### src/include/cal_regs_pkg.sv
// Constants shared by the calibration, reset and presence register bank.
// Assumes a 40 MHz system clock and 32-bit AHB-Lite data with word-aligned registers.
package cal_regs_pkg;

  // Register indices; byte address is four times the index
  localparam logic [7:0]  ADC_CAL_IDX     = 8'h19;
  localparam logic [7:0]  DAC_CAL_IDX     = 8'h1a;
  localparam logic [7:0]  RESET_IDX       = 8'h1b;
  localparam logic [7:0]  UNUSED_LO_IDX   = 8'h1c;
  localparam logic [7:0]  UNUSED_HI_IDX   = 8'h1e;
  localparam logic [7:0]  PRESENCE_IDX    = 8'h1f;
  localparam logic [7:0]  STATUS_IDX      = 8'h20;
  localparam logic [7:0]  WIPER_IDX       = 8'h21;

  // Calibration port fields
  localparam int          CAL_DATA_BIT    = 7;
  localparam int          CAL_CLK_BIT     = 0;
  localparam logic [7:0]  CAL_PORT_RESET  = 8'h00;

  // Subsystem_reset_pulse fields
  localparam int          CLR_QUEUE_BIT   = 0;
  localparam int          CLR_POT_BIT     = 1;
  localparam int          CLR_PARALLEL_BIT = 2;
  localparam int          CLR_DAC_BIT     = 3;
  localparam int          CLR_GLOBAL_BIT  = 4;
  localparam int          CLR_BITS        = 5;

  // Presence register value: only bit 0 set
  localparam logic [31:0] PRESENCE_VALUE  = 32'h0000_0001;

  // Status register fields
  localparam int          STAT_BUSY_BIT   = 0;
  localparam int          STAT_GAP_OK_BIT = 1;

  // Potentiometer serial frame
  localparam int          POT_ADDR_BITS   = 2;
  localparam int          POT_DATA_BITS   = 8;
  localparam logic [3:0]  POT_FRAME_BITS  = 4'ha;
  localparam logic [1:0]  POT_ADDR_FIRST  = 2'h0;
  localparam logic [1:0]  POT_ADDR_SECOND = 2'h1;
  localparam logic [7:0]  WIPER_RESET     = 8'h80;

  // Timing
  localparam int          CLK_PERIOD_NS   = 25;
  localparam int          GAP_TIME_NS     = 4000;
  localparam int          GAP_CYCLES      = (GAP_TIME_NS + CLK_PERIOD_NS - 1) / CLK_PERIOD_NS;
  localparam int          BUSY_TIME_MS    = 20;
  localparam int          BUSY_CYCLES     = (BUSY_TIME_MS * 1000000) / CLK_PERIOD_NS;
  localparam int          GAP_CNT_W       = 8;
  localparam int          BUSY_CNT_W      = 20;

  // AHB encodings
  localparam logic [1:0]  HTRANS_NONSEQ   = 2'h2;

endpackage : cal_regs_pkg

### src/core/hold_timer.sv
// Retriggerable hold timer: active for a fixed number of cycles after a start pulse.
// Assumes start comes from logic on the same clock.
`timescale 1ns/10ps
module hold_timer #(
  parameter int W     = 8,
  parameter int COUNT = 16
) (
  input  wire logic ref_clk,
  input  wire logic rst,
  input  wire logic start,
  output logic      active,
  output logic      idle
);

  typedef struct packed {
    logic [W-1:0] cnt;
    logic         active;
    logic         idle;
  } timer_s;

  timer_s st_r;
  timer_s st_nxt;

  // Restart wins over expiry so a late access always extends the window
  always_comb begin
    st_nxt = st_r;
    if (start) begin
      st_nxt.cnt    = W'(COUNT - 1);
      st_nxt.active = 1'b1;
      st_nxt.idle   = 1'b0;
    end else if (st_r.cnt != '0) begin
      st_nxt.cnt = st_r.cnt - W'(1);
    end else begin
      st_nxt.active = 1'b0;
      st_nxt.idle   = 1'b1;
    end
  end

  // State register
  always_ff @(posedge ref_clk or posedge rst) begin
    if (rst) begin
      st_r <= '{cnt: '0, active: 1'b0, idle: 1'b1};
    end else begin
      st_r <= st_nxt;
    end
  end

  assign active = st_r.active;
  assign idle   = st_r.idle;

endmodule : hold_timer

### src/core/pot_serial_model.sv
// Pair of 8-bit calibration potentiometers loaded by a bit-banged serial frame.
// Assumes one wr strobe per host write to the port, with data and clock levels alongside.
`timescale 1ns/10ps
module pot_serial_model
  import cal_regs_pkg::*;
(
  input  wire logic       ref_clk,
  input  wire logic       rst,
  input  wire logic       wr,
  input  wire logic       sdata,
  input  wire logic       sclk,
  input  wire logic       clr,
  output logic [7:0]      wiper0,
  output logic [7:0]      wiper1
);

  typedef struct packed {
    logic       active;
    logic [3:0] cnt;
    logic [9:0] shreg;
    logic [7:0] wiper0;
    logic [7:0] wiper1;
  } pot_s;

  pot_s st_r;
  pot_s st_nxt;

  // Frame decode: enable, clocked bits, then an end write latches the wiper
  always_comb begin
    st_nxt = st_r;
    if (clr) begin
      st_nxt.active = 1'b0;
      st_nxt.cnt    = '0;
      st_nxt.shreg  = '0;
      st_nxt.wiper0 = WIPER_RESET;
      st_nxt.wiper1 = WIPER_RESET;
    end else if (wr) begin
      if (sclk) begin
        // Address then data, MSB first; extra bits spoil the frame
        if (st_r.active && st_r.cnt != 4'hf) begin
          st_nxt.shreg = {st_r.shreg[8:0], sdata};
          st_nxt.cnt   = st_r.cnt + 4'h1;
        end
      end else if (sdata) begin
        st_nxt.active = 1'b1;
        st_nxt.cnt    = '0;
      end else begin
        // Only a complete frame loads; short or long ones are dropped
        if (st_r.active && st_r.cnt == POT_FRAME_BITS) begin
          if (st_r.shreg[9:8] == POT_ADDR_FIRST) begin
            st_nxt.wiper0 = st_r.shreg[7:0];
          end else if (st_r.shreg[9:8] == POT_ADDR_SECOND) begin
            st_nxt.wiper1 = st_r.shreg[7:0];
          end
        end
        st_nxt.active = 1'b0;
        st_nxt.cnt    = '0;
      end
    end
  end

  // State register
  always_ff @(posedge ref_clk or posedge rst) begin
    if (rst) begin
      st_r <= '{active: 1'b0, cnt: '0, shreg: '0, wiper0: WIPER_RESET, wiper1: WIPER_RESET};
    end else begin
      st_r <= st_nxt;
    end
  end

  assign wiper0 = st_r.wiper0;
  assign wiper1 = st_r.wiper1;

endmodule : pot_serial_model

### src/core/cal_reset_regs.sv
// Calibration serial ports, subsystem reset pulses and board presence behind AHB-Lite.
// Assumes a single AHB-Lite master on ref_clk and same-clock memory access strobes.
//
// Functional notes
// - Memory is unavailable for 20 ms after its terminating write.
// - A/D calibration port is write-only: bit 7 data, bit 0 clock.
// - Pot address 00 picks offset (or first DAC), 01 picks gain.
// - Each pot holds an 8-bit wiper value loaded serially.
// - Address bits go most significant first.
// - Data bits go D7 down to D0 right after the address.
// - DAC calibration port has the same format; 00 DAC0, 01 DAC1 gain.
// - DAC path has gain pots only, no offset pot.
// - Reset bit 0 clears the A/D data queue.
// - Reset bit 1 resets the calibration pots.
// - Reset bit 2 resets parallel ports A and B.
// - Reset bit 3 returns both DAC outputs to zero.
// - Reset bit 4 does all four resets plus configuration defaults.
// - Offsets 1C to 1E have no register behind them.
// - Presence register reads 01: card detected, upper bits zero.
//
// The implementer's own choice: the AHB-Lite interface to the registers.
`timescale 1ns/10ps
module cal_reset_regs
  import cal_regs_pkg::*;
#(
  parameter int BUSY_CNT = BUSY_CYCLES
) (
  input  wire logic        ref_clk,
  input  wire logic        rst,
  input  wire logic        hsel,
  input  wire logic [31:0] haddr,
  input  wire logic [1:0]  htrans,
  input  wire logic        hwrite,
  input  wire logic [2:0]  hsize,
  input  wire logic [31:0] hwdata,
  input  wire logic        hready,
  output logic [31:0]      hrdata,
  output logic             hreadyout,
  output logic             hresp,
  output logic             adc_cal_sclk,
  output logic             adc_cal_sdata,
  output logic             dac_cal_sclk,
  output logic             dac_cal_sdata,
  output logic             adc_queue_clear,
  output logic             cal_pot_clear,
  output logic             parallel_port_clear,
  output logic             analog_out_zero,
  output logic             global_clear,
  output logic [7:0]       adc_offset_wiper,
  output logic [7:0]       adc_gain_wiper,
  output logic [7:0]       dac0_gain_wiper,
  output logic [7:0]       dac1_gain_wiper,
  input  wire logic        nvm_access,
  input  wire logic        nvm_end_write,
  output logic             nvm_busy,
  output logic             nvm_gap_ok
);

  typedef struct packed {
    logic                wr_pend;
    logic [7:0]          wr_idx;
    logic [31:0]         rdata;
    logic                ready;
    logic [7:0]          adc_port;
    logic [7:0]          dac_port;
    logic                adc_wr;
    logic                dac_wr;
    logic [CLR_BITS-1:0] clr;
  } regs_s;

  regs_s       st_r;
  regs_s       st_nxt;
  logic        addr_phase;
  logic        addr_ok;
  logic [7:0]  addr_idx;
  logic        pot_clr;
  logic        busy_w;
  logic        gap_w;

  // Address phase qualifier; haddr bits above the index must be zero to hit
  assign addr_phase = hsel && hready && (htrans == HTRANS_NONSEQ);
  assign addr_idx   = haddr[9:2];
  assign addr_ok    = (haddr[31:10] == '0) && (haddr[1:0] == 2'h0);

  // Bus slave, calibration ports and reset pulses
  always_comb begin
    st_nxt        = st_r;
    st_nxt.ready  = 1'b1;
    st_nxt.adc_wr = 1'b0;
    st_nxt.dac_wr = 1'b0;
    st_nxt.clr    = '0;
    st_nxt.rdata  = '0;

    // Data phase of a captured write
    if (st_r.wr_pend) begin
      st_nxt.wr_pend = 1'b0;
      case (st_r.wr_idx)
        ADC_CAL_IDX: begin
          st_nxt.adc_port = hwdata[7:0];
          st_nxt.adc_wr   = 1'b1;
        end
        DAC_CAL_IDX: begin
          st_nxt.dac_port = hwdata[7:0];
          st_nxt.dac_wr   = 1'b1;
        end
        RESET_IDX: begin
          // Global clear fans out to every individual clear
          st_nxt.clr[CLR_QUEUE_BIT]    = hwdata[CLR_QUEUE_BIT] | hwdata[CLR_GLOBAL_BIT];
          st_nxt.clr[CLR_POT_BIT]      = hwdata[CLR_POT_BIT] | hwdata[CLR_GLOBAL_BIT];
          st_nxt.clr[CLR_PARALLEL_BIT] = hwdata[CLR_PARALLEL_BIT] | hwdata[CLR_GLOBAL_BIT];
          st_nxt.clr[CLR_DAC_BIT]      = hwdata[CLR_DAC_BIT] | hwdata[CLR_GLOBAL_BIT];
          st_nxt.clr[CLR_GLOBAL_BIT]   = hwdata[CLR_GLOBAL_BIT];
          if (hwdata[CLR_GLOBAL_BIT]) begin
            st_nxt.adc_port = CAL_PORT_RESET;
            st_nxt.dac_port = CAL_PORT_RESET;
          end
        end
        default: begin
          // Unused offsets and read-only registers swallow writes
        end
      endcase
    end

    // Address phase: writes are deferred, reads answer with zero wait
    if (addr_phase) begin
      if (hwrite) begin
        st_nxt.wr_pend = addr_ok;
        st_nxt.wr_idx  = addr_idx;
      end else if (addr_ok) begin
        case (addr_idx)
          PRESENCE_IDX: st_nxt.rdata = PRESENCE_VALUE;
          STATUS_IDX: begin
            st_nxt.rdata[STAT_BUSY_BIT]   = busy_w;
            st_nxt.rdata[STAT_GAP_OK_BIT] = gap_w;
          end
          WIPER_IDX: begin
            st_nxt.rdata = {dac1_gain_wiper, dac0_gain_wiper, adc_gain_wiper, adc_offset_wiper};
          end
          // Write-only ports and unused offsets read as zero
          default: st_nxt.rdata = '0;
        endcase
      end
    end
  end

  // State register
  always_ff @(posedge ref_clk or posedge rst) begin
    if (rst) begin
      st_r <= '{wr_pend: 1'b0, wr_idx: '0, rdata: '0, ready: 1'b1,
                adc_port: CAL_PORT_RESET, dac_port: CAL_PORT_RESET,
                adc_wr: 1'b0, dac_wr: 1'b0, clr: '0};
    end else begin
      st_r <= st_nxt;
    end
  end

  assign pot_clr = st_r.clr[CLR_POT_BIT];

  // A/D pots: offset at address 0, gain at address 1
  pot_serial_model u_adc_pots (
    .ref_clk (ref_clk),
    .rst     (rst),
    .wr      (st_r.adc_wr),
    .sdata   (st_r.adc_port[CAL_DATA_BIT]),
    .sclk    (st_r.adc_port[CAL_CLK_BIT]),
    .clr     (pot_clr),
    .wiper0  (adc_offset_wiper),
    .wiper1  (adc_gain_wiper)
  );

  // DAC pots are gain only; no offset pot exists
  pot_serial_model u_dac_pots (
    .ref_clk (ref_clk),
    .rst     (rst),
    .wr      (st_r.dac_wr),
    .sdata   (st_r.dac_port[CAL_DATA_BIT]),
    .sclk    (st_r.dac_port[CAL_CLK_BIT]),
    .clr     (pot_clr),
    .wiper0  (dac0_gain_wiper),
    .wiper1  (dac1_gain_wiper)
  );

  // Spacing guard between memory accesses; informs the host only
  hold_timer #(
    .W     (GAP_CNT_W),
    .COUNT (GAP_CYCLES)
  ) u_gap_timer (
    .ref_clk (ref_clk),
    .rst     (rst),
    .start   (nvm_access),
    .active  (),
    .idle    (gap_w)
  );

  // Memory busy window after its terminating write
  hold_timer #(
    .W     (BUSY_CNT_W),
    .COUNT (BUSY_CNT)
  ) u_busy_timer (
    .ref_clk (ref_clk),
    .rst     (rst),
    .start   (nvm_end_write),
    .active  (busy_w),
    .idle    ()
  );

  // Outputs straight from registers; hresp is tied to zero
  assign hrdata              = st_r.rdata;
  assign hreadyout           = st_r.ready;
  assign hresp               = 1'b0;
  assign adc_cal_sclk        = st_r.adc_port[CAL_CLK_BIT];
  assign adc_cal_sdata       = st_r.adc_port[CAL_DATA_BIT];
  assign dac_cal_sclk        = st_r.dac_port[CAL_CLK_BIT];
  assign dac_cal_sdata       = st_r.dac_port[CAL_DATA_BIT];
  assign adc_queue_clear     = st_r.clr[CLR_QUEUE_BIT];
  assign cal_pot_clear       = st_r.clr[CLR_POT_BIT];
  assign parallel_port_clear = st_r.clr[CLR_PARALLEL_BIT];
  assign analog_out_zero     = st_r.clr[CLR_DAC_BIT];
  assign global_clear        = st_r.clr[CLR_GLOBAL_BIT];
  assign nvm_busy            = busy_w;
  assign nvm_gap_ok          = gap_w;

endmodule : cal_reset_regs

### config.mk
export PLATFORM = sky130hd
export DESIGN_NAME = cal_reset_regs
export DESIGN_NICKNAME = d
export VERILOG_FILES = /design/src/include/cal_regs_pkg.sv /design/src/core/hold_timer.sv /design/src/core/pot_serial_model.sv /design/src/core/cal_reset_regs.sv
export SDC_FILE = /design/constraint.sdc
export NUM_CORES = 1
export LEC_CHECK = 0
export BUFFER_PORTS_ARGS = -buffer_cell sky130_fd_sc_hd__buf_2
export CAP_MARGIN = 20
export CORE_MARGIN = 4
export CORE_UTILIZATION = 45
export CTS_CLUSTER_DIAMETER = 60
export DETAILED_ROUTE_END_ITERATION = 12
export PLACE_DENSITY = 0.68
export SLEW_MARGIN = 20
export SYNTH_ARGS = -nofsm -noshare
export SYNTH_HDL_FRONTEND = slang
export SYNTH_SLANG_ARGS = --single-unit
### constraint.sdc
create_clock -name ref_clk -period 9.1 [get_ports ref_clk]
set_input_delay 1.365 -clock ref_clk [delete_from_list [all_inputs] [get_ports ref_clk]]
set_output_delay 1.365 -clock ref_clk [all_outputs]
set_load 0.05 [all_outputs]
==> impl_metrics.csv, run 1 <==
group,metric,value,unit
global_routing,antenna_found_initial,1,
setup_path,cp-end-kind,"output pin",
sta,period_share,0.328,
sta,tns,0,ns
detailed_routing,dr.pass1.iters,4,
cts,post_cts_resize_count,0,
sta,slew_violations,0,
synthesis,synth_warnings,0,
sta,slew_headroom,0.400,
global_routing,gr-total-overflow,0,
detailed_routing,wl,13600,um
detailed_routing,vias,4663,
run,cap_violations,0,
layout,instances_no_fill,885,
cts,root_buffer,"clkbuf_16",
detailed_routing,viasPerCell,5.27,
synthesis,async_flop_share,1.00,
setup_path,required,7.74,ns
setup_path,startpoint_type,"register",
global_routing,grt_pass1_vias,4730,
cts,cts_setup_buffers,0,
die,start_util,0.459,
sta,finalWorstSetupSlack,6.12,ns
synthesis,synthFlopType,"dfrtp_1",
detailed_routing,drtAntennaViolNets,0,
sta,hold_viol,0,
die,fp-row-count,45,
layout,nFillCells,1336,
placed_design,place_ws,6.11,ns
placed_design,dp_cells,853,
setup_path,crit_arrival,1.62,ns
global_routing,grt_pass1_wl,23000,um
placed_design,io_buffer_count,121,
synthesis,synthDistinctLibCells,62,
setup_path,crit_fanout,53,
synthesis,ys_seq_area_frac,0.517,
sta,fin_worst_skew,0.00649,ns
cts,cts.sinks,144,
die,die-area,0.0176,mm2
die,ioPinCount,153,
sta,setup_viol,0,
synthesis,yosysTopAreaCell,"dfrtp_1",
synthesis,syn-num-nets,715,
synthesis,netlist_top_cells_area,"dfrtp_1 50%, buf_4 7.3%, mux2_2 6.5%, mux2i_1 4.4%, nor2_1 3.0%",
global_routing,grt_max_degree,74,
detailed_routing,first_iter_violations,240,
synthesis,synth-seq-cells,144,
die,dieWidth,133,um
synthesis,synth_edf_count,0,
cts,cts_made_buffers,17,
pwr,cellLeakagePower,0.00398,uW
synthesis,netlist.area_leader.share,0.499,
detailed_routing,post_drt_wl_per_cell,15.3,um
layout,antenna_cells,0,
sta,tightest_slew,0.901,ns
hold_path,hold_class,"register to register",
pwr,power.density,192,mW/mm2
run_status,status,"finished, final reports clean",
sta,rsz0062_at_grt,"false",
placed_design,hpwl,9270,um
placed_design,gp_congestion,0.804,
setup_path,crit_type,"register to output pin",
layout,multiInputGateArea,0.00271,mm2
cts,hold_buffers,0,
sta,fmax,335,MHz
die,core,0.0152,mm2
cts,clk_path_buf_depth,2,
layout,regArea,0.00361,mm2
global_routing,track_usage,0.161,
layout,drive_above_1_share,0.320,
cts,htree_levels,4,
synthesis,synth_area_per_cell,11.1,um2
synthesis,synth_cells,631,
detailed_routing,route.detailed.drc,0,
cts,cts.clk_slew.worst_paths,0.06,ns
synthesis,synth_area,0.00698,mm2
sta,fin_crit,2.98,ns
die,die_y,133,um
pwr,peakVddDrop,0.000120,V
layout,area_delta_synth_final,13.8,%
cts,cts_tree,"done",
cts,clkLatencyLatePin,0.42,ns
layout,finalNetCount,768,
where the power goes:
group | internal (uW) | leakage (uW) | switching [uW]
Combinational | 22.0 | 0.00177 | 36.6
Sequential | 654 | 0.00188 | 8.71
Clock | 548 | 0.000327 | 259
Total | 1220 | 0.00398 | 304
path summary, 6_finish.rpt:
check	startpoint	end	slack, ns	cells after the start
min in group asynchronous	rst	u_adc_pots.wiper0[0]$_DFFE_PP0P_	1.04	2
setup reg to reg	u_busy_timer.st_r[4]$_DFFE_PP0P_	u_busy_timer.st_r[17]$_DFFE_PP0P_	6.84	4
setup / recovery	cal_pot_clear$_DFF_PP0_	cal_pot_clear	6.12	2
max in group asynchronous	rst	cal_pot_clear$_DFF_PP0_	6.68	3
hold reg to reg	u_dac_pots.wiper1[6]$_DFFE_PP0P_	hrdata[30]$_DFF_PP0_	0.49	1
hold / removal	u_dac_pots.wiper1[6]$_DFFE_PP0P_	hrdata[30]$_DFF_PP0_	0.49	1
routing by layer:
metal | vias to the layer above | GRT usage | share of wire
met5 | - | 0 | 0.0014
li1 | 2233 | - | -
met2 | 137 | 0.262 | 0.49
met4 | 2 | 0.0589 | 0.015
met3 | 15 | 0.0536 | 0.064
met1 | 2276 | 0.199 | 0.43
per-stage QoR:
| stage | utilization | area [um2] | power [uW] | hold slack, ns |
|---|---|---|---|---|
| 2_1_floorplan | - | 6980 | 712 | 0.458 |
| 6_report | 0.522 | 7940 | 1530 | 0.488 |
| 3_5_place_dp | 0.477 | 7250 | 734 | 0.482 |
| 4_1_cts | 0.522 | 7940 | 1540 | 0.494 |
| 3_3_place_gp | 0.477 | 7250 | 730 | 0.482 |
| 5_1_grt | 0.522 | 7940 | 1580 | 0.505 |
sequential cells by signal (all words and copies together), names as in the netlist, 8 cells and up:
register / count
st_r: 11
u_dac_pots.st_r: 15
u_busy_timer.st_r: 20
u_dac_pots.wiper0: 8
hrdata: 32
u_adc_pots.wiper1: 8
u_adc_pots.wiper0: 8
u_dac_pots.wiper1: 8
u_gap_timer.st_r: 8
u_adc_pots.st_r: 15
synthesized netlist by cell type (4+ instances only):
master	number
dfrtp_1	139
buf_4	68
nor2_1	55
mux2_2	40
and2_1	32
mux2i_1	31
nor2b_1	21
inv_1	18
clkbuf_1	17
nor4_1	16
a21oi_1	15
nand2_1	15
nand2b_1	13
nand3_1	12
nor3_1	11
o21ai_0	10
nand4_1	9
ha_1	8
or2_2	7
or4_1	7
o31ai_1	6
and3_1	5
dfstp_2	5
a211oi_1	4
a21oi_2	4
a22o_1	4
buf_2	4
cell type report:
| class | instances | area share |
|---|---|---|
| sequential | 144 | 0.455 |
| inverter | 18 | 0.00914 |
| multi-input combinational | 379 | 0.341 |
| tap | 188 | 0.0296 |
| timing repair buffer | 124 | 0.0791 |
| clock inverter | 11 | 0.0296 |
| clock buffer | 21 | 0.0567 |
cells in the final DEF (no fill, tap or decap), types with 7 or more instances in the layout:
| master | Yosys | routed |
|---|---|---|
| dfrtp_1 | 139 | 138 |
| nor2_1 | 55 | 55 |
| mux2i_1 | 31 | 31 |
| nand3_1 | 12 | 12 |
| nor2b_1 | 21 | 21 |
| nor3_1 | 11 | 11 |
| buf_2 | 4 | 121 |
| nand2_1 | 15 | 15 |
| bufinv_16 | 0 | 7 |
| nand2b_1 | 13 | 13 |
| and2_1 | 32 | 32 |
| mux2_2 | 40 | 40 |
| nand4_1 | 9 | 9 |
| ha_1 | 8 | 8 |
| nor4_1 | 16 | 15 |
| inv_1 | 18 | 17 |
| or4_1 | 7 | 7 |
| or2_2 | 7 | 7 |
| a21oi_1 | 15 | 15 |
| clkbuf_16 | 0 | 17 |
| o21ai_0 | 10 | 10 |
critical path, stage by stage, from the launching register on:
cell     delay (ns)
dfrtp_2        0.34
buf_4          0.47
buf_2          0.37
kinds of logic after synthesis:
kind of cell / count (synthesis) / share of synthesized area
other: 2 / 0.00108
buffers and inverters: 108 / 0.0954
AND/OR/NAND/NOR: 228 / 0.191
XOR/XNOR: 5 / 0.00628
multiplexers: 73 / 0.112
adder cells (fa/ha/maj): 8 / 0.0143
AO/OA/AOI/OAI: 63 / 0.0622
flip-flops: 144 / 0.517
No activity file was read; power rests on OpenSTA's default activity.
==> run 2, diff against run 1 <==
--- a/config.mk
+++ b/config.mk
@@ -5,6 +5,7 @@
 export SDC_FILE = /design/constraint.sdc
 export NUM_CORES = 1
 export LEC_CHECK = 0
+export ABC_AREA = 1
 export BUFFER_PORTS_ARGS = -buffer_cell sky130_fd_sc_hd__buf_2
 export CAP_MARGIN = 20
 export CORE_MARGIN = 4
==> constraint.sdc (replaced) <==
create_clock -name ref_clk -period 3 [get_ports ref_clk]
set_input_delay 0.45 -clock ref_clk [delete_from_list [all_inputs] [get_ports ref_clk]]
set_output_delay 0.45 -clock ref_clk [all_outputs]
set_load 0.05 [all_outputs]
==> run 2 against run 1 <==
Against the previous run:
- utilization fell by 0.065 points
- clock skew is 0.0016 ns higher
- sequential share of layout area fell by 0.62 points
- flip-flop and latch count unchanged
- die area increased by 2.6%
- largest cell class unchanged
- cell area up 1.4%
- critical path depth stayed put
- first-iteration DRC count grew 33%
==> impl_metrics.csv, run 2 <==
group,metric,value,unit
setup_path,cp-end-kind,"output pin",
synthesis,synthDistinctLibCells,44,
detailed_routing,wl_met1,6670,um
global_routing,grt_pass1_wl,24900,um
die,start_util,0.465,
placed_design,hpwl,10400,um
detailed_routing,wl_met2,6810,um
setup_path,required,2.55,ns
synthesis,ys_seq_area_frac,0.503,
die,core,0.0154,mm2
hold_path,hold_class,"input port to async pin",
pwr,peakVddDrop,0.000430,V
sta,fmax,512,MHz
cts,cts_tree,"done",
cts,post_cts_resize_count,0,
synthesis,async_flop_share,1.00,
global_routing,antenna_found_initial,1,
synthesis,netlist.area_leader.share,0.485,
sta,tightest_slew,0.786,ns
pwr,swShare,0.231,
setup_path,crit_type,"register to output pin",
sta,setup_viol,0,
cts,root_buffer,"clkbuf_16",
pwr,clock_power_share,0.486,
global_routing,track_usage,0.171,
layout,finalNetCount,989,
pwr,switchingPower,988,uW
detailed_routing,route.detailed.drc,0,
sta,hold_viol,0,
global_routing,gr-total-overflow,0,
setup_path,crit_arrival,1.50,ns
detailed_routing,wl,14600,um
synthesis,synth-seq-cells,144,
detailed_routing,topRoutingLayerUsed,"met5",
layout,drive_above_1_share,0.234,
run_status,status,"finished, final reports clean",
synthesis,syn-num-nets,928,
layout,largest_reg_flops,32,
sta,fin_worst_skew,0.00806,ns
global_routing,grt_max_degree,62,
sta,slew_headroom,0.475,
detailed_routing,drtAntennaViolNets,0,
synthesis,synth_cells,844,
die,fp-row-count,45,
cts,clkLatencyLatePin,0.42,ns
pwr,combPwrFrac,0.044,
layout,final_area,0.00805,mm2
pwr,power.density,531,mW/mm2
layout,fin_util,0.522,
synthesis,synth_warnings,0,
sta,rsz0062_at_grt,"false",
sta,slew_violations,0,
placed_design,io_buffer_count,121,
cts,hold_buffers,0,
layout,layout_common_cells,"198 x nand2_1, 139 x dfrtp_1, 129 x nor2_1",
sta,fin_crit,1.95,ns
detailed_routing,viasPerCell,4.77,
setup_path,startpoint_type,"register",
cts,cts.clk_slew.worst_paths,0.06,ns
setup_path,crit_fanout,6,
layout,area_delta_synth_final,12.3,%
synthesis,synth_area,0.00717,mm2
synthesis,synth.most_common_cell,"nand2_1",
synthesis,netlist_top_cells_area,"dfrtp_1 49%, nand2_1 10%, buf_4 7.0%, nor2_1 6.8%, inv_1 3.7%",
detailed_routing,post_drt_wl_per_cell,12.9,um
cts,cts_made_buffers,17,
detailed_routing,vias,5379,
layout,antenna_cells,0,
placed_design,dpl_cell_area,0.00747,mm2
synthesis,synthFlopType,"dfrtp_1",
synthesis,synth_edf_count,0,
synthesis,synth_common_cells,"198 x nand2_1, 139 x dfrtp_1, 129 x nor2_1",
die,dieWidth,134,um
cts,clk_path_buf_depth,2,
pwr,power.internal,3290,uW
layout,final_common_cell,"nand2_1",
pwr,p_seq_frac,0.470,
die,die_y,134,um
run,cap_violations,0,
die,ioPinCount,153,
detailed_routing,dr.pass1.iters,5,
sta,period_share,0.652,
detailed_routing,wl_met3,867,um
cts,cts.sinks,144,
pwr,p_total,4270,uW
placed_design,gp_congestion,0.872,
pwr,cellLeakagePower,0.00394,uW
cts,htree_levels,4,
die,die-area,0.0180,mm2
synthesis,synth_area_per_cell,8.49,um2
synthesis,yosysTopAreaCell,"dfrtp_1",
detailed_routing,first_iter_violations,320,
sta,tns,0,ns
cts,cts_setup_buffers,0,
global_routing,grt_pass1_vias,5242,
[run 2: cells by family (layout without fill, tap and decap cells)]
logic type / count (synthesis) / in the layout / share of synthesized area
adder cells (fa/ha/maj): 8 / 8 / 0.0140
buffers and inverters: 160 / 233 / 0.129
XOR/XNOR: 3 / 3 / 0.00367
other: 2 / 2 / 0.00105
AO/OA/AOI/OAI: 104 / 104 / 0.0930
flip-flops: 144 / 144 / 0.503
AND/OR/NAND/NOR: 423 / 423 / 0.256
[run 2: power groups by stage]
stage / Clock, uW / Combinational [uW] / Sequential (uW)
global placement: 0 / 192 / 2040
floorplan: 0 / 132 / 2040
detailed placement: 0 / 195 / 2040
finish: 2080 / 190 / 2010
global route: 2210 / 222 / 2010
CTS: 2120 / 196 / 2010
[run 2: per-stage QoR]
step | instances | hold slack [ns] | setup WS (ns)
after floorplan | 844 | 0.443 | 0.749
after global placement | 1097 | 0.465 | 1.18
after detailed placement | 1097 | 0.471 | 1.14
after CTS | 1128 | 0.178 | 1.01
after global routing | 1128 | 0.224 | 0.989
final | 1128 | 0.166 | 1.05
[run 2: path summary, 6_finish.rpt]
kind,slack (ns),cells past startpoint,to,startpoint
worst max-delay path,1.05,2,cal_pot_clear,cal_pot_clear$_DFF_PP0_
worst min-delay path,0.17,2,u_dac_pots.wiper1[5]$_DFFE_PP0P_,rst
worst max register to register,1.30,7,u_dac_pots.wiper1[3]$_DFFE_PP0P_,cal_pot_clear$_DFF_PP0_
worst min register to register,0.48,2,st_r[63]$_DFFE_PP0P_,st_r[63]$_DFFE_PP0P_
max in group asynchronous,2.02,3,u_gap_timer.idle$_DFFE_PP1P_,rst
min in group ref_clk,0.26,3,analog_out_zero$_DFF_PP0_,hwdata[3]
[run 2: critical path: stages, from the launching register on]
cell,delay (ns)
dfrtp_1,0.58
buf_4,0.24
buf_2,0.27
[run 2: cell type report]
cell class	count	area, um2
multi-input cells	540	2640
flip-flops and latches	144	3610
clock inverters	12	135
fillers	1502	7380
repair buffers	125	661
clock buffers	19	443
inverters	77	298
well taps	211	264
[run 2: layer usage]
| layer | track usage | up-vias |
|---|---|---|
| met3 | 0.0443 | 20 |
| met1 | 0.222 | 2480 |
| met5 | 0 | - |
| met2 | 0.278 | 141 |
| li1 | - | 2736 |
| met4 | 0.0577 | 2 |
==> run 3, diff against run 2 <==
==> constraint.sdc (replaced) <==
create_clock -name ref_clk -period 2.05 [get_ports ref_clk]
set_input_delay 0.3075 -clock ref_clk [delete_from_list [all_inputs] [get_ports ref_clk]]
set_output_delay 0.3075 -clock ref_clk [all_outputs]
set_load 0.05 [all_outputs]
==> run 3 against run 2 <==
Against the previous run:
- utilization rose by 0.54 points
- via count shrank 0.87%
- worst hold slack got worse by 0.053 ns
- worst setup slack lost 0.76 ns
- global-route usage decreased by 0.096 points
- clock power grew 46%
- highest routed layer unchanged
==> impl_metrics.csv, run 3 (synthesized netlist as in run 2, its figures left out) <==
group,metric,value,unit
detailed_routing,first_iter_violations,304,
global_routing,antenna_found_initial,1,
setup_path,reg2reg_depth,6,
layout,nFillCells,1457,
global_routing,track_usage,0.170,
layout,layout_common_cells,"198 x nand2_1, 139 x dfrtp_1, 129 x nor2_1",
detailed_routing,route.detailed.drc,0,
die,fp-row-count,45,
detailed_routing,dr.pass1.iters,4,
pwr,cellLeakagePower,0.00397,uW
layout,area_delta_synth_final,13.4,%
sta,hold_viol,0,
detailed_routing,drtAntennaViolNets,0,
cts,post_cts_resize_count,0,
sta,fin_worst_skew,0.00821,ns
setup_path,crit_buf_inv,2,
cts,clkLatencyLatePin,0.42,ns
layout,largest_reg_flops,32,
sta,rsz0062_at_grt,"false",
cts,clk_path_buf_depth,2,
die,die_y,134,um
cts,cts_setup_buffers,0,
setup_path,cp_slowest_stage_delay,0.54,ns
cts,cts_tree,"done",
die,dieWidth,134,um
sta,fmax,568,MHz
die,die-area,0.0180,mm2
sta,fin_crit,1.76,ns
pwr,power.density,771,mW/mm2
cts,htree_levels,4,
die,ioPinCount,153,
cts,hold_buffers,1,
sta,slew_violations,0,
run_status,status,"finished, final reports clean",
run,cap_violations,0,
sta,tightest_slew,0.662,ns
hold_path,hold_depth,3,
layout,antenna_cells,0,
cts,cts.sinks,144,
setup_path,crit_arrival,1.45,ns
layout,regArea,0.00361,mm2
sta,setup_viol,0,
detailed_routing,viasPerCell,4.70,
layout,finalNetCount,994,
setup_path,critPathSlowestCell,"dfrtp_1",
setup_path,crit_chain,"buf_4 -> buf_2",
die,core,0.0154,mm2
detailed_routing,wl,14500,um
hold_path,hold_class,"input port to register",
global_routing,grt_max_degree,41,
layout,drive_above_1_share,0.236,
pwr,p_total,6270,uW
placed_design,io_buffer_count,121,
sta,holdWs,0.113,ns
sta,slew_headroom,0.558,
setup_path,critPathTopFamily,"flip-flops",
layout,final_common_cell,"nand2_1",
global_routing,grt_pass1_vias,5134,
layout,final_area,0.00813,mm2
cts,cts.clk_slew.worst_paths,0.06,ns
placed_design,gp_congestion,0.882,
die,start_util,0.465,
placed_design,dpl_cell_area,0.00754,mm2
setup_path,crit_type,"register to output pin",
detailed_routing,post_drt_wl_per_cell,12.8,um
layout,multiInputGateArea,0.00264,mm2
cts,root_buffer,"clkbuf_16",
global_routing,grt_pass1_wl,24800,um
setup_path,cp-end-kind,"output pin",
layout,fin_util,0.527,
pwr,peakVddDrop,0.000577,V
global_routing,gr-total-overflow,0,
setup_path,crit_fanout,6,
detailed_routing,vias,5332,
cts,cts_made_buffers,17,
placed_design,hpwl,10300,um
setup_path,cp.depth,2,
setup_path,startpoint_type,"register",
sta,period_share,0.860,
setup_path,required,1.74,ns
[run 3: changes by cell type in the layout (fill, tap and decap cells not counted)]
cell | before | now
buf_12 | 2 | 5
clkbuf_1 | 1 | 3
dlygate4sd3_1 | 0 | 1
clkinv_2 | 2 | 0
inv_6 | 4 | 2
clkinv_4 | 1 | 4
buf_4 | 2 | 3
[run 3: power by group]
part	internal [uW]	leakage, uW	total (uW)	switching, uW
Combinational	98.6	0.00182	291	192
Clock	1830	0.000270	3040	1210
Sequential	2900	0.00188	2940	38.7
Total	4830	0.00397	6270	1440
[run 3: path summary, 6_finish.rpt]
path / end / startpoint / slack, ns
max: cal_pot_clear / cal_pot_clear$_DFF_PP0_ / 0.29
min: analog_out_zero$_DFF_PP0_ / hwdata[3] / 0.11
max reg2reg: u_busy_timer.st_r[11]$_DFFE_PP0P_ / u_busy_timer.st_r[7]$_DFFE_PP0P_ / 0.34
min reg2reg: st_r[60]$_DFFE_PP0P_ / st_r[60]$_DFFE_PP0P_ / 0.48
max in group asynchronous: u_adc_pots.wiper0[7]$_DFFE_PP1P_ / rst / 0.84
min in group asynchronous: u_dac_pots.wiper1[6]$_DFFE_PP0P_ / rst / 0.53
[run 3: metrics by stage]
stage,instances,TNS [ns],setup slack [ns]
after floorplan,844,-8.13,-0.0585
after global placement,1101,0,0.402
after CTS,1134,0,0.259
after global routing,1134,0,0.172
after detailed placement,1101,0,0.383
final,1134,0,0.288
[run 3: cell type report]
type	count	area share
Inverter	77	0.0366
Tap cell	211	0.0325
Multi-Input combinational cell	540	0.324
Clock buffer	21	0.0554
Sequential cell	144	0.444
Clock inverter	11	0.0165
Timing Repair Buffer	130	0.0908
[run 3: worst reg2reg max path, cell delays in order (launching register included)]
cell and delay, ns:
dfrtp_1 0.41, nor2_1 0.21, nand2_1 0.23, nor2_1 0.14
nand4_1 0.29, inv_2 0.25, nor2_1 0.07
[run 3: metal layers]
metal / track usage / share of wire
met3: 0.0488 / 0.055
met5: 0 / 0.00090
met4: 0.0430 / 0.011
met1: 0.227 / 0.47
met2: 0.273 / 0.47
